$ cat src/climate_alert_params.svh
/*
 * Constants of the climate sensor alert and history logic: defaults,
 * field positions and timing counts.
 * Assumes a 40 MHz core clock.
 */
`ifndef CLIMATE_ALERT_PARAMS_SVH
`define CLIMATE_ALERT_PARAMS_SVH

// ---------------------------------------------------------------
// Threshold defaults
// ---------------------------------------------------------------
`define THR_SET_HIGH_RST   16'hCD33
`define THR_CLR_HIGH_RST   16'hC92D
`define THR_SET_LOW_RST    16'h3466
`define THR_CLR_LOW_RST    16'h3869

// ---------------------------------------------------------------
// History defaults (codes for 130 C, -45 C, 100 %, 0 %)
// ---------------------------------------------------------------
`define HIST_MIN_T_RST     16'hFFFF
`define HIST_MAX_T_RST     16'h0000
`define HIST_MIN_H_RST     16'hFFFF
`define HIST_MAX_H_RST     16'h0000

// ---------------------------------------------------------------
// Field positions
// ---------------------------------------------------------------
`define THR_H_MSB          15
`define THR_H_LSB          9
`define THR_T_MSB          8
`define THR_T_LSB          0
`define OFS_H_SIGN         15
`define OFS_H_MSB          13
`define OFS_H_LSB          7
`define OFS_T_SIGN         14
`define OFS_T_MSB          12
`define OFS_T_LSB          6
`define STAT_ALERT_BIT     15
`define STAT_H_HIGH_BIT    11
`define STAT_H_LOW_BIT     10
`define STAT_T_BIT         4

// ---------------------------------------------------------------
// Timing
// ---------------------------------------------------------------
`define CLK_HZ             40000000
`define EXIT_TIME_US       1000
`define EXIT_CYCLES        ((`EXIT_TIME_US * (`CLK_HZ / 1000000)))
`define NVM_PROG_TIME_US   77000
`define NVM_PROG_CYCLES    ((`NVM_PROG_TIME_US * (`CLK_HZ / 1000000)))

`endif

$ cat src/climate_alert_pkg.sv
/*
 * Types shared by the climate sensor alert logic.
 * Assumes climate_alert_params.svh for the numbers.
 */
package climate_alert_pkg;

	typedef enum logic [3:0] {
		CMD_NONE,
		CMD_START_PERIODIC,
		CMD_EXIT_PERIODIC,
		CMD_SOFT_RESET,
		CMD_WRITE_SET_HIGH,
		CMD_WRITE_CLR_HIGH,
		CMD_WRITE_SET_LOW,
		CMD_WRITE_CLR_LOW,
		CMD_SAVE_THRESHOLDS,
		CMD_WRITE_OFFSET,
		CMD_STORE_POWERON,
		CMD_CLEAR_STATUS
	} cmd_e;

	typedef enum logic [1:0] {
		MODE_SLEEP,
		MODE_PERIODIC,
		MODE_EXITING,
		MODE_NVM_BUSY
	} mode_e;

	typedef struct packed {
		logic [15:0] set_high;
		logic [15:0] clr_high;
		logic [15:0] set_low;
		logic [15:0] clr_low;
	} thresholds_s;

	typedef struct packed {
		logic [15:0] min_t;
		logic [15:0] max_t;
		logic [15:0] min_h;
		logic [15:0] max_h;
	} history_s;

	typedef struct packed {
		cmd_e        cmd;
		logic [15:0] data;
		logic [7:0]  crc;
	} command_s;

	typedef struct packed {
		logic [15:0] temp;
		logic [15:0] hum;
	} sample_s;

endpackage : climate_alert_pkg

$ cat src/climate_alert_core.sv
/*
 * Mode control, measurement history, alert thresholds and offsets of a
 * temperature/humidity sensor, behind its decoded serial command port.
 * Assumes a serial front end that presents one command strobe per
 * decoded command with its word and checksum, and a measurement engine
 * that presents raw samples with a strobe. The serial clock arrives as
 * a pin and is only sampled here to detect link activity.
 */
`timescale 1ns/100ps
`default_nettype none

`include "climate_alert_params.svh"

module climate_alert_core #(
	parameter int unsigned NVM_CYCLES = `NVM_PROG_CYCLES
) (
	// Clock and reset
	input  wire logic                         clk,
	input  wire logic                         arst_n,
	// Pins
	input  wire logic                         reset_pin_n,
	input  wire logic                         scl,
	output logic                              alert,
	// Decoded commands
	input  wire logic                         cmd_valid,
	input  wire climate_alert_pkg::command_s  cmd,
	output logic                              cmd_nack,
	output logic                              cmd_ack,
	// Raw measurements and soft reset request
	input  wire logic                         sample_valid,
	input  wire climate_alert_pkg::sample_s   sample,
	input  wire logic                         soft_reset_req,
	// Results and readback
	output climate_alert_pkg::sample_s        result,
	output logic                              result_valid,
	output climate_alert_pkg::history_s       history,
	output logic [7:0]                        history_crc [4],
	output climate_alert_pkg::thresholds_s    thresholds,
	output logic [15:0]                       status,
	output climate_alert_pkg::mode_e          mode,
	output logic                              measure_enable,
	output logic                              link_active
);

	import climate_alert_pkg::*;

	localparam logic [15:0] EXIT_N = 16'(`EXIT_CYCLES);

	// -----------------------------------------------------------
	// State
	// -----------------------------------------------------------
	typedef struct packed {
		logic [1:0]   rst_sync;
		logic [1:0]   pin_sync;
		logic [2:0]   scl_sync;
		logic         started;
		mode_e        mode;
		logic [15:0]  exit_cnt;
		logic [31:0]  nvm_cnt;
		thresholds_s  thr;
		thresholds_s  nvm_thr;
		logic         nvm_poweron;
		logic [15:0]  offset;
		logic [15:0]  pend_offset;
		history_s     hist;
		logic         t_high;
		logic         t_low;
		logic         h_high;
		logic         h_low;
		logic [15:0]  status;
		logic         alert;
		logic         nack;
		logic         ack;
		sample_s      result;
		logic         result_valid;
		logic         link_active;
		logic         meas_en;
	} state_s;

	// Power-on values; memory copies start at the factory defaults
	localparam state_s RST_ST = '{
		pin_sync: 2'b11,
		scl_sync: 3'b111,
		mode:     MODE_SLEEP,
		thr:      {`THR_SET_HIGH_RST, `THR_CLR_HIGH_RST,
			`THR_SET_LOW_RST, `THR_CLR_LOW_RST},
		nvm_thr:  {`THR_SET_HIGH_RST, `THR_CLR_HIGH_RST,
			`THR_SET_LOW_RST, `THR_CLR_LOW_RST},
		hist:     {`HIST_MIN_T_RST, `HIST_MAX_T_RST,
			`HIST_MIN_H_RST, `HIST_MAX_H_RST},
		default:  '0
	};

	state_s st;
	state_s next_st;
	logic   rst_n;

	assign rst_n = st.rst_sync[1];

	// -----------------------------------------------------------
	// Checksums
	// -----------------------------------------------------------
	logic [7:0] cmd_crc;
	logic [15:0] hist_words [4];

	crc8_word u_cmd_crc (
		.word (cmd.data),
		.crc  (cmd_crc)
	);

	assign hist_words[0] = st.hist.min_t;
	assign hist_words[1] = st.hist.max_t;
	assign hist_words[2] = st.hist.min_h;
	assign hist_words[3] = st.hist.max_h;

	for (genvar g = 0; g < 4; g++) begin : g_hist_crc
		logic [7:0] c;
		crc8_word u_crc (
			.word (hist_words[g]),
			.crc  (c)
		);
		always_ff @(posedge clk or negedge arst_n) begin
			if (!arst_n) begin
				history_crc[g] <= 8'h00;
			end else begin
				history_crc[g] <= c;
			end
		end
	end

	// -----------------------------------------------------------
	// Offset arithmetic, saturating at the code range
	// -----------------------------------------------------------
	function automatic logic [15:0] apply_ofs(
		input logic [15:0] raw,
		input logic [15:0] mag,
		input logic        add
	);
		logic [16:0] s;
		if (add) begin
			s = {1'b0, raw} + {1'b0, mag};
			apply_ofs = s[16] ? 16'hFFFF : s[15:0];
		end else begin
			s = {1'b0, raw} - {1'b0, mag};
			apply_ofs = s[16] ? 16'h0000 : s[15:0];
		end
	endfunction : apply_ofs

	// -----------------------------------------------------------
	// Next state
	// -----------------------------------------------------------
	logic [15:0] h_mag;
	logic [15:0] t_mag;
	logic [6:0]  h_cut;
	logic [8:0]  t_cut;
	logic        t_track;
	logic        h_track;
	logic        soft_rst;
	logic        leave_periodic;

	always_comb begin
		next_st = st;
		next_st.rst_sync = {st.rst_sync[0], 1'b1};
		next_st.pin_sync = {st.pin_sync[0], reset_pin_n};
		next_st.scl_sync = {st.scl_sync[1:0], scl};
		next_st.nack = 1'b0;
		next_st.ack = 1'b0;
		next_st.result_valid = 1'b0;
		leave_periodic = 1'b0;
		soft_rst = soft_reset_req
			|| (cmd_valid && cmd.cmd == CMD_SOFT_RESET);

		// Link activity on any edge of the sampled serial clock
		next_st.link_active = st.scl_sync[2] ^ st.scl_sync[1];

		// fields, humidity LSB at code bit 7, temperature LSB at code bit 6
		h_mag = {2'b00, st.offset[`OFS_H_MSB:`OFS_H_LSB], 7'b000_0000};
		t_mag = {3'b000, st.offset[`OFS_T_MSB:`OFS_T_LSB], 6'b00_0000};

		h_cut = sample.hum[15:9];
		t_cut = sample.temp[15:7];
		t_track = !(st.thr.set_low[`THR_T_MSB:`THR_T_LSB]
			> st.thr.set_high[`THR_T_MSB:`THR_T_LSB]);
		h_track = !(st.thr.set_low[`THR_H_MSB:`THR_H_LSB]
			> st.thr.set_high[`THR_H_MSB:`THR_H_LSB]);

		// Power-on start: mode from stored override
		if (!st.started) begin
			next_st.started = 1'b1;
			next_st.mode = st.nvm_poweron ? MODE_PERIODIC
				: MODE_SLEEP;
			next_st.thr = st.nvm_thr;
		end

		// Status clear first, so a sample in the same cycle still sets
		if (cmd_valid && st.mode != MODE_NVM_BUSY
			&& cmd.cmd == CMD_CLEAR_STATUS) begin
			next_st.t_high = 1'b0;
			next_st.t_low = 1'b0;
			next_st.h_high = 1'b0;
			next_st.h_low = 1'b0;
		end

		// Measurement results and history
		if (sample_valid && st.mode == MODE_PERIODIC) begin
			next_st.result.temp = apply_ofs(sample.temp, t_mag,
				st.offset[`OFS_T_SIGN]);
			// Compensation upstream sees raw temperature only
			next_st.result.hum = apply_ofs(sample.hum, h_mag,
				st.offset[`OFS_H_SIGN]);
			next_st.result_valid = 1'b1;
			if (sample.temp < st.hist.min_t) begin
				next_st.hist.min_t = sample.temp;
			end
			if (sample.temp > st.hist.max_t) begin
				next_st.hist.max_t = sample.temp;
			end
			if (sample.hum < st.hist.min_h) begin
				next_st.hist.min_h = sample.hum;
			end
			if (sample.hum > st.hist.max_h) begin
				next_st.hist.max_h = sample.hum;
			end

			// Hysteresis comparators
			if (t_track) begin
				if (t_cut > st.thr.set_high[`THR_T_MSB:`THR_T_LSB]) begin
					next_st.t_high = 1'b1;
				end else if (t_cut
					< st.thr.clr_high[`THR_T_MSB:`THR_T_LSB]) begin
					next_st.t_high = 1'b0;
				end
				if (t_cut < st.thr.set_low[`THR_T_MSB:`THR_T_LSB]) begin
					next_st.t_low = 1'b1;
				end else if (t_cut
					> st.thr.clr_low[`THR_T_MSB:`THR_T_LSB]) begin
					next_st.t_low = 1'b0;
				end
			end else begin
				next_st.t_high = 1'b0;
				next_st.t_low = 1'b0;
			end
			if (h_track) begin
				if (h_cut > st.thr.set_high[`THR_H_MSB:`THR_H_LSB]) begin
					next_st.h_high = 1'b1;
				end else if (h_cut
					< st.thr.clr_high[`THR_H_MSB:`THR_H_LSB]) begin
					next_st.h_high = 1'b0;
				end
				if (h_cut < st.thr.set_low[`THR_H_MSB:`THR_H_LSB]) begin
					next_st.h_low = 1'b1;
				end else if (h_cut
					> st.thr.clr_low[`THR_H_MSB:`THR_H_LSB]) begin
					next_st.h_low = 1'b0;
				end
			end else begin
				next_st.h_high = 1'b0;
				next_st.h_low = 1'b0;
			end
		end

		// Commands; refused while memory is being programmed, though a soft reset command still acts
		if (cmd_valid && st.mode != MODE_NVM_BUSY) begin
			case (cmd.cmd)
			CMD_START_PERIODIC: begin
				if (st.mode == MODE_SLEEP) begin
					next_st.mode = MODE_PERIODIC;
				end
				next_st.ack = 1'b1;
			end
			CMD_EXIT_PERIODIC: begin
				if (st.mode == MODE_PERIODIC) begin
					next_st.mode = MODE_EXITING;
					next_st.exit_cnt = EXIT_N;
					leave_periodic = 1'b1;
				end
				next_st.ack = 1'b1;
			end
			CMD_WRITE_SET_HIGH, CMD_WRITE_CLR_HIGH,
			CMD_WRITE_SET_LOW, CMD_WRITE_CLR_LOW: begin
				if (cmd.crc != cmd_crc) begin
					next_st.nack = 1'b1;
				end else begin
					next_st.ack = 1'b1;
					case (cmd.cmd)
					CMD_WRITE_SET_HIGH: next_st.thr.set_high = cmd.data;
					CMD_WRITE_CLR_HIGH: next_st.thr.clr_high = cmd.data;
					CMD_WRITE_SET_LOW:  next_st.thr.set_low = cmd.data;
					default:            next_st.thr.clr_low = cmd.data;
					endcase
				end
			end
			CMD_SAVE_THRESHOLDS: begin
				next_st.nvm_thr = st.thr;
				next_st.ack = 1'b1;
			end
			CMD_WRITE_OFFSET: begin
				if (cmd.crc != cmd_crc) begin
					next_st.nack = 1'b1;
				end else begin
					next_st.pend_offset = cmd.data;
					next_st.nvm_cnt = NVM_CYCLES;
					next_st.mode = MODE_NVM_BUSY;
					leave_periodic = st.mode == MODE_PERIODIC;
					next_st.ack = 1'b1;
				end
			end
			CMD_STORE_POWERON: begin
				if (cmd.crc != cmd_crc) begin
					next_st.nack = 1'b1;
				end else begin
					next_st.nvm_poweron = cmd.data[15:8] != 8'h00;
					next_st.ack = 1'b1;
				end
			end
			CMD_CLEAR_STATUS: begin
				next_st.ack = 1'b1;
			end
			default: begin
				next_st.ack = 1'b0;
			end
			endcase
		end else if (cmd_valid) begin
			next_st.nack = 1'b1;
		end

		// Abort and offset programming timers
		case (st.mode)
		MODE_EXITING: begin
			next_st.exit_cnt = st.exit_cnt - 16'h0001;
			if (st.exit_cnt <= 16'h0001) begin
				next_st.mode = MODE_SLEEP;
			end
		end
		MODE_NVM_BUSY: begin
			next_st.nvm_cnt = st.nvm_cnt - 32'h0000_0001;
			if (st.nvm_cnt <= 32'h0000_0001) begin
				next_st.offset = st.pend_offset;
				next_st.mode = MODE_SLEEP;
			end
		end
		default: begin
			next_st.exit_cnt = st.exit_cnt;
		end
		endcase

		// Soft or general-call reset: as a hardware reset, memory kept
		if (soft_rst) begin
			leave_periodic = 1'b1;
			next_st.started = 1'b0;
			next_st.thr = st.nvm_thr;
			next_st.t_high = 1'b0;
			next_st.t_low = 1'b0;
			next_st.h_high = 1'b0;
			next_st.h_low = 1'b0;
			next_st.mode = MODE_SLEEP;
		end

		// Reset pin held: alert off and status cleared
		if (!st.pin_sync[1]) begin
			next_st.t_high = 1'b0;
			next_st.t_low = 1'b0;
			next_st.h_high = 1'b0;
			next_st.h_low = 1'b0;
			next_st.started = 1'b0;
			next_st.mode = MODE_SLEEP;
			next_st.thr = st.nvm_thr;
		end

		// History defaults outside periodic mode, after every mode change
		if (leave_periodic || next_st.mode != MODE_PERIODIC) begin
			next_st.hist.min_t = `HIST_MIN_T_RST;
			next_st.hist.max_t = `HIST_MAX_T_RST;
			next_st.hist.min_h = `HIST_MIN_H_RST;
			next_st.hist.max_h = `HIST_MAX_H_RST;
		end

		next_st.status = 16'h0000;
		next_st.status[`STAT_H_HIGH_BIT] = next_st.h_high | next_st.t_high;
		next_st.status[`STAT_H_LOW_BIT] = next_st.h_low | next_st.t_low;
		next_st.status[`STAT_T_BIT] = next_st.t_high | next_st.t_low;
		next_st.status[`STAT_ALERT_BIT] = next_st.status[`STAT_H_HIGH_BIT]
			| next_st.status[`STAT_H_LOW_BIT];
		next_st.alert = next_st.status[`STAT_ALERT_BIT]
			| next_st.status[`STAT_H_HIGH_BIT]
			| next_st.status[`STAT_H_LOW_BIT]
			| next_st.status[`STAT_T_BIT];
		next_st.meas_en = next_st.mode == MODE_PERIODIC;

		// Internal reset still held: all but the synchroniser at rest
		if (!rst_n) begin
			next_st = RST_ST;
			next_st.rst_sync = {st.rst_sync[0], 1'b1};
		end
	end

	// -----------------------------------------------------------
	// Registers
	// -----------------------------------------------------------
	// Asynchronous assertion; release through the synchroniser field
	always_ff @(posedge clk or negedge arst_n) begin
		if (!arst_n) begin
			st <= RST_ST;
		end else begin
			st <= next_st;
		end
	end

	assign alert          = st.alert;
	assign cmd_nack       = st.nack;
	assign cmd_ack        = st.ack;
	assign result         = st.result;
	assign result_valid   = st.result_valid;
	assign history        = st.hist;
	assign thresholds     = st.thr;
	assign status         = st.status;
	assign mode           = st.mode;
	assign measure_enable = st.meas_en;
	assign link_active    = st.link_active;

endmodule : climate_alert_core

`default_nettype wire

$ cat src/crc8_word.sv
/*
 * Combinational CRC-8 (poly 0x31, init 0xFF) over one 16-bit word.
 * Assumes nothing of its surroundings; pure logic.
 */
`timescale 1ns/100ps
`default_nettype none

module crc8_word (
	// Word in
	input  wire logic [15:0] word,
	// Checksum out
	output logic      [7:0]  crc
);

	always_comb begin
		logic [7:0] c;
		c = 8'hFF;
		for (int i = 15; i >= 0; i--) begin
			if (c[7] ^ word[i]) begin
				c = {c[6:0], 1'b0} ^ 8'h31;
			end else begin
				c = {c[6:0], 1'b0};
			end
		end
		crc = c;
	end

endmodule : crc8_word

`default_nettype wire

$ cat config.mk
export PLATFORM = sky130hd
export DESIGN_NAME = climate_alert_core
export DESIGN_NICKNAME = d
export VERILOG_FILES = /design/src/climate_alert_pkg.sv /design/src/climate_alert_core.sv /design/src/crc8_word.sv
export VERILOG_INCLUDE_DIRS = /design/src
export SDC_FILE = /design/constraint.sdc
export NUM_CORES = 1
export LEC_CHECK = 0
export BUFFER_PORTS_ARGS = -buffer_cell sky130_fd_sc_hd__clkbuf_2
export CORE_MARGIN = 4
export CORE_UTILIZATION = 40
export CTS_CLUSTER_SIZE = 24
export DETAILED_ROUTE_END_ITERATION = 8
export SLEW_MARGIN = 20
export SYNTH_ARGS = -nofsm -noshare
export SYNTH_HDL_FRONTEND = slang
export SYNTH_SLANG_ARGS = --single-unit
$ cat constraint.sdc
create_clock -name clk -period 4.4 [get_ports clk]
set_input_delay 0.44 -clock clk [delete_from_list [all_inputs] [get_ports clk]]
set_output_delay 0.44 -clock clk [all_outputs]
set_load 0.005 [all_outputs]
======== Word-level counts from Yosys, hierarchy flattened ========
Cells that the tools add are included.
storage, ports and cells
  bits of input ports ..................... 67
  register bits ........................... 373
  logic and storage cells ................. 432
operators by class
  magnitude comparators ................... 16
  eq/ne operators ......................... 38
  bitwise gates (word level) .............. 158
  reduce and logical (&&, ||, !) cells .... 22
  multiplexer cells ....................... 153
  $add $sub $neg .......................... 6
operators with widths
  operator                                                                           number
  6-bit 2-to-1 mux                                                                   80
  64-bit 2-to-1 mux                                                                  7
  339-bit 2-to-1 mux                                                                 1
  16-bit 2-to-1 mux                                                                  20
  3-bit inverter                                                                     75
  179-bit 2-to-1 mux                                                                 1
  32-bit 2-to-1 mux                                                                  3
  68-bit 2-to-1 mux                                                                  1
  1-bit bitwise XOR                                                                  66
  33-bit 2-to-1 mux                                                                  1
  16-bit > comparator                                                                2
  32-bit by 1-bit less-or-equal comparator with 1-bit output, second input constant  1
  16-bit less-than comparator                                                        2
  16-bit case mux with 2 select lines                                                1
  32-bit by 1-bit subtractor with 32-bit output, second input constant               1
  9-bit > comparator                                                                 3
  3-bit by 1-bit inequality test with 1-bit output, second input constant            8
  7-bit > comparator                                                                 3
  1-bit 2-to-1 mux                                                                   21
  9-bit less-than comparator                                                         2
  18-bit 2-to-1 mux                                                                  1
  16-bit by 13-bit adder with 17-bit output                                          1
  16-bit by 14-bit adder with 17-bit output                                          1
  16-bit by 13-bit subtractor with 17-bit output                                     1
  33 further kinds                                                                   90

======== Logic depth before layout (Yosys ltp) ========
  depth after elaboration ................. 43
  mapped depth ............................ 14
  mapped depth without buffers ............ 13

======== By module ========
A second synthesis with hierarchy kept.
second synthesis, totals
  cell total of the unflattened synthesis .. 2523
  area, all modules ....................... 23543.8 um^2
by module, submodules not included
  module              times used  cells each  area each (um^2)
  climate_alert_core  1           2353        21629.5
  crc8_word           5           34          382.9

======== Worst setup path after synthesis ========
OpenSTA, ideal clock, no wires.
  path type ............................... input to register
  from .................................... in cmd[22] in the netlist's numbering
  to ...................................... reg st (netlist bit thresholds[57])
  required time ........................... 4.269 ns
  slack ................................... 0.624 ns
  buffers on the path ..................... 3
  stages .................................. 14
  arrival ................................. 3.645 ns
  cells stage by stage .................... inv_1 ha_1 xor2_1 xnor3_1 nor2_1 a22oi_1 mux4_1 or2_1 buf_6 or4_4 buf_6 buf_6 mux2i_1 o21ai_1
RTL lines
  element               line                       source
  start, declared       climate_alert_core.sv:26   input wire climate_alert_pkg::command_s cmd,
  end signal, assigned  climate_alert_core.sv:405  st <= next_st;
  end, declared         climate_alert_core.sv:94   state_s st;

======== Worst setup path after layout ========
  from .................................... reg st[297] in the netlist's numbering
  to ...................................... reg st[313] in the netlist's numbering
between the ends
  cells in the longest elaborated chain, start to end .. 3
ends and longest elaborated chain
  element                                        line                       source
  32-bit by 1-bit subtractor with 32-bit output  climate_alert_core.sv:336  next_st.nvm_cnt = st.nvm_cnt - 32'h0000_0001;
  32-bit 2-to-1 mux                              climate_alert_core.sv:328  case (st.mode)
  339-bit 2-to-1 mux                             climate_alert_core.sv:391  if (!rst_n) begin
Every way passes these cells.
A chain may end at the register's enable or synchronous reset.

==> results.ini <==
[run]
max-cap-violations=0

[routing]
drtIter0Drc=1181
first_pass_iters=7
antenna_left=0
via_count=18700
wl_per_cell_um=20.2
wirelength_um=69600
viasPerCell=5.42
drcViolationCount=0

[grt]
grt_remaining_overflow=0
grt_util_all_layers_pct=21.3
grt_start_max_net_pins=109
grt_pass1_vias=18500
grt_pass1_wl_um=108000
antenna_found_initial=0

[worst_setup_path]
arrival_ns=4.02
cp_num_buf_inv=0
crit_chain=or4_1 > or4b_2 > or2_2 > nor3_1 > nand2_1 > nor3_1 > a31oi_1 > o21ai_1 > o41ai_1
slowest_stage=or4b_2
path_class=flip-flop to flip-flop
critical_path.endpoint_type=flip-flop
max_stage_delay_ns=0.67
worstSetupStartpointType=flip-flop
path_common_cell=nor3_1
crit_required_ns=4.83
cp_max_fo=6
path_delay_family=simple AND/OR/NAND/NOR gates

[synth]
synth_edf_count=0
synthArstFlopShare_pct=100
syn_inst=2568
ys_ff_latch=349
synth_top_area_share_pct=26.5
ys.flop_type=dfrtp_1
synth_area_per_cell_um2=9.19
synth_cell_types=72
yosys-top-cells-area=dfrtp_1 26%, dfstp_2 11%, ha_1 9.1%
synth_top_area_cell=dfrtp_1
yosys_warnings=0
syn_area_mm2=0.0236
yosysSeqAreaShare_pct=37.5

[timing]
grt_setup_unrepaired=false
holdWs_ns=0.0675
hold_viol=0
setup_tns_ns=0
fin_skew_ns=0.0292
slew_violations=0
setup_violations=0
fin_crit_ns=3.59
min_period_over_period_pct=81.5
tightest_slew_ns=1.07
slew_headroom_pct=28.5
layout_setup_ws_ns=0.813
fmax_mhz=279

[finish]
drive_gt1_share_pct=20.2
layout.cells.non_filler=3444
areaGrowthSynthToFinish_pct=10.3
num_antenna_cells=0
final_nets=2887
num-fill-cells=5509

[place]
dp.cells=3365
portBuffers=270
place.gp.congestion=0.871
place_hpwl_um=49800
pre_cts_ws_ns=0.271

[run_status]
status=completed

[clock_network]
clk_pin_slew_worst_paths_ns=0.06
cts-buffers-inserted=42
clk_path_buf_depth=3
cts_sinks=349
cts_root_buf=clkbuf_16
cts.repair.resized=0
cts_tree=built
clk_latency_ns=0.58
htreeDepth=2
cts_setup_buffers=0
hold_buffers=1

[floorplanning]
fp-row-count=88
core_area_mm2=0.0580
die_w_um=251
fp.dieH_um=251
io_pins=283
initial_core_util_pct=40.7
die-area_mm2=0.0630

[pwr]
p_leak_nw=12.6
powerDensity_mw_per_mm2=294
peakVddDrop_uv=216

[worst_hold_path]
worstHoldPathType=input pin to flip-flop

## worst paths after layout
| kind | startpoint | end | slack, ns | depth (start not counted) |
|---|---|---|---|---|
| worst max-delay path | st[297] | st[313] | 0.81 | 9 |
| worst min-delay path | scl | st[334] | 0.07 | 2 |
| worst max register to register | st[297] | st[313] | 0.81 | 9 |
| worst min register to register | st[339] | rst_n | 0.35 | 0 |
| max in group asynchronous | arst_n | st[334] | 2.78 | 3 |
| min in group asynchronous | arst_n | history_crc[24] | 0.52 | 2 |
## cells by family (layout without fill, tap and decap cells)
kind of cell,count (synthesis),after routing,share of synthesized area (%)
compound gates,530,530,14.3
fa+ha+maj,175,175,9.40
flops,349,349,37.5
mux,158,158,6.94
simple gates,686,686,13.5
other cells,2,13,0.0318
xor+xnor,190,190,7.62
buf+inv,478,578,10.7
## worst reg2reg max path, stage by stage, from the launching register on
cell and delay [ns]:
dfrtp_1 0.41, or4_1 0.64, or4b_2 0.67, or2_2 0.34
nor3_1 0.37, nand2_1 0.14, nor3_1 0.49, a31oi_1 0.17
o21ai_1 0.14, o41ai_1 0.08
## final cells by class
type | count | area [um^2] | area share (%)
repair buffers | 313 | 1770 | 6.81
clock inverters | 15 | 176 | 0.677
inverters | 187 | 702 | 2.70
well taps | 765 | 957 | 3.68
multi-input cells | 1752 | 12300 | 47.2
clock buffers | 63 | 1280 | 4.92
flip-flops and latches | 349 | 8860 | 34.0
## metrics by stage
stage	utilization [%]	instance area, um^2	total power, mW
floorplan	-	23700	3.76
global placement	42.3	24600	4.05
detailed placement	42.3	24600	4.07
CTS	44.9	26000	7.75
global route	44.9	26000	7.96
finish	44.9	26000	7.65
## Yosys cell counts, drive strengths merged, types with 23 or more instances
library cell / instances
and2: 23
nand2: 265
nor2b: 40
xor2: 39
o21ai: 137
dfstp: 99
nor2: 171
ha: 171
a21oi: 142
nor3: 36
a21o: 32
mux2i: 124
clkbuf: 98
dfrtp: 250
a21boi: 49
o211ai: 36
nand3: 30
xnor2: 142
buf: 193
nand4: 46
mux2: 33
inv: 185
## layer usage
metal	wire (um)	track usage [%]	share of wire, %	up-vias
met3	4310	4.21	6.2	134
li1	-	-	-	8763
met1	31400	29.4	45	9195
met2	31800	34.2	46	567
met4	2030	6.20	2.9	0
met5	0	0	0	-
## flip-flops by register name, indices dropped and copies added, names as in the netlist, 2 cells and up
register / flops
h_mag: 7
history: 64
history_crc: 32
mode: 2
result: 32
st: 137
status: 4
thresholds: 64
## power breakdown
part / internal (mW) / switching [mW]
logic: 0.273 / 0.483
clock network: 2.19 / 1.44
registers: 3.24 / 0.0201
total: 5.71 / 1.94
## placed cells by master, fill, tap and decap left out, drive strengths merged, types with 22 or more instances in the layout
cell type    n
nor2b       40
a21oi      142
inv        185
buf         43
nor2       171
xnor2      142
o211ai      36
a21o        32
o21ai      137
ha         171
nand2b      22
nand3       30
nand4       46
nand2      265
dfstp       99
a21boi      49
xor2        39
clkbuf     332
mux2i      124
and2        23
nor3        36
mux2        33
dfrtp      250
(Power assumes the default switching activity.)
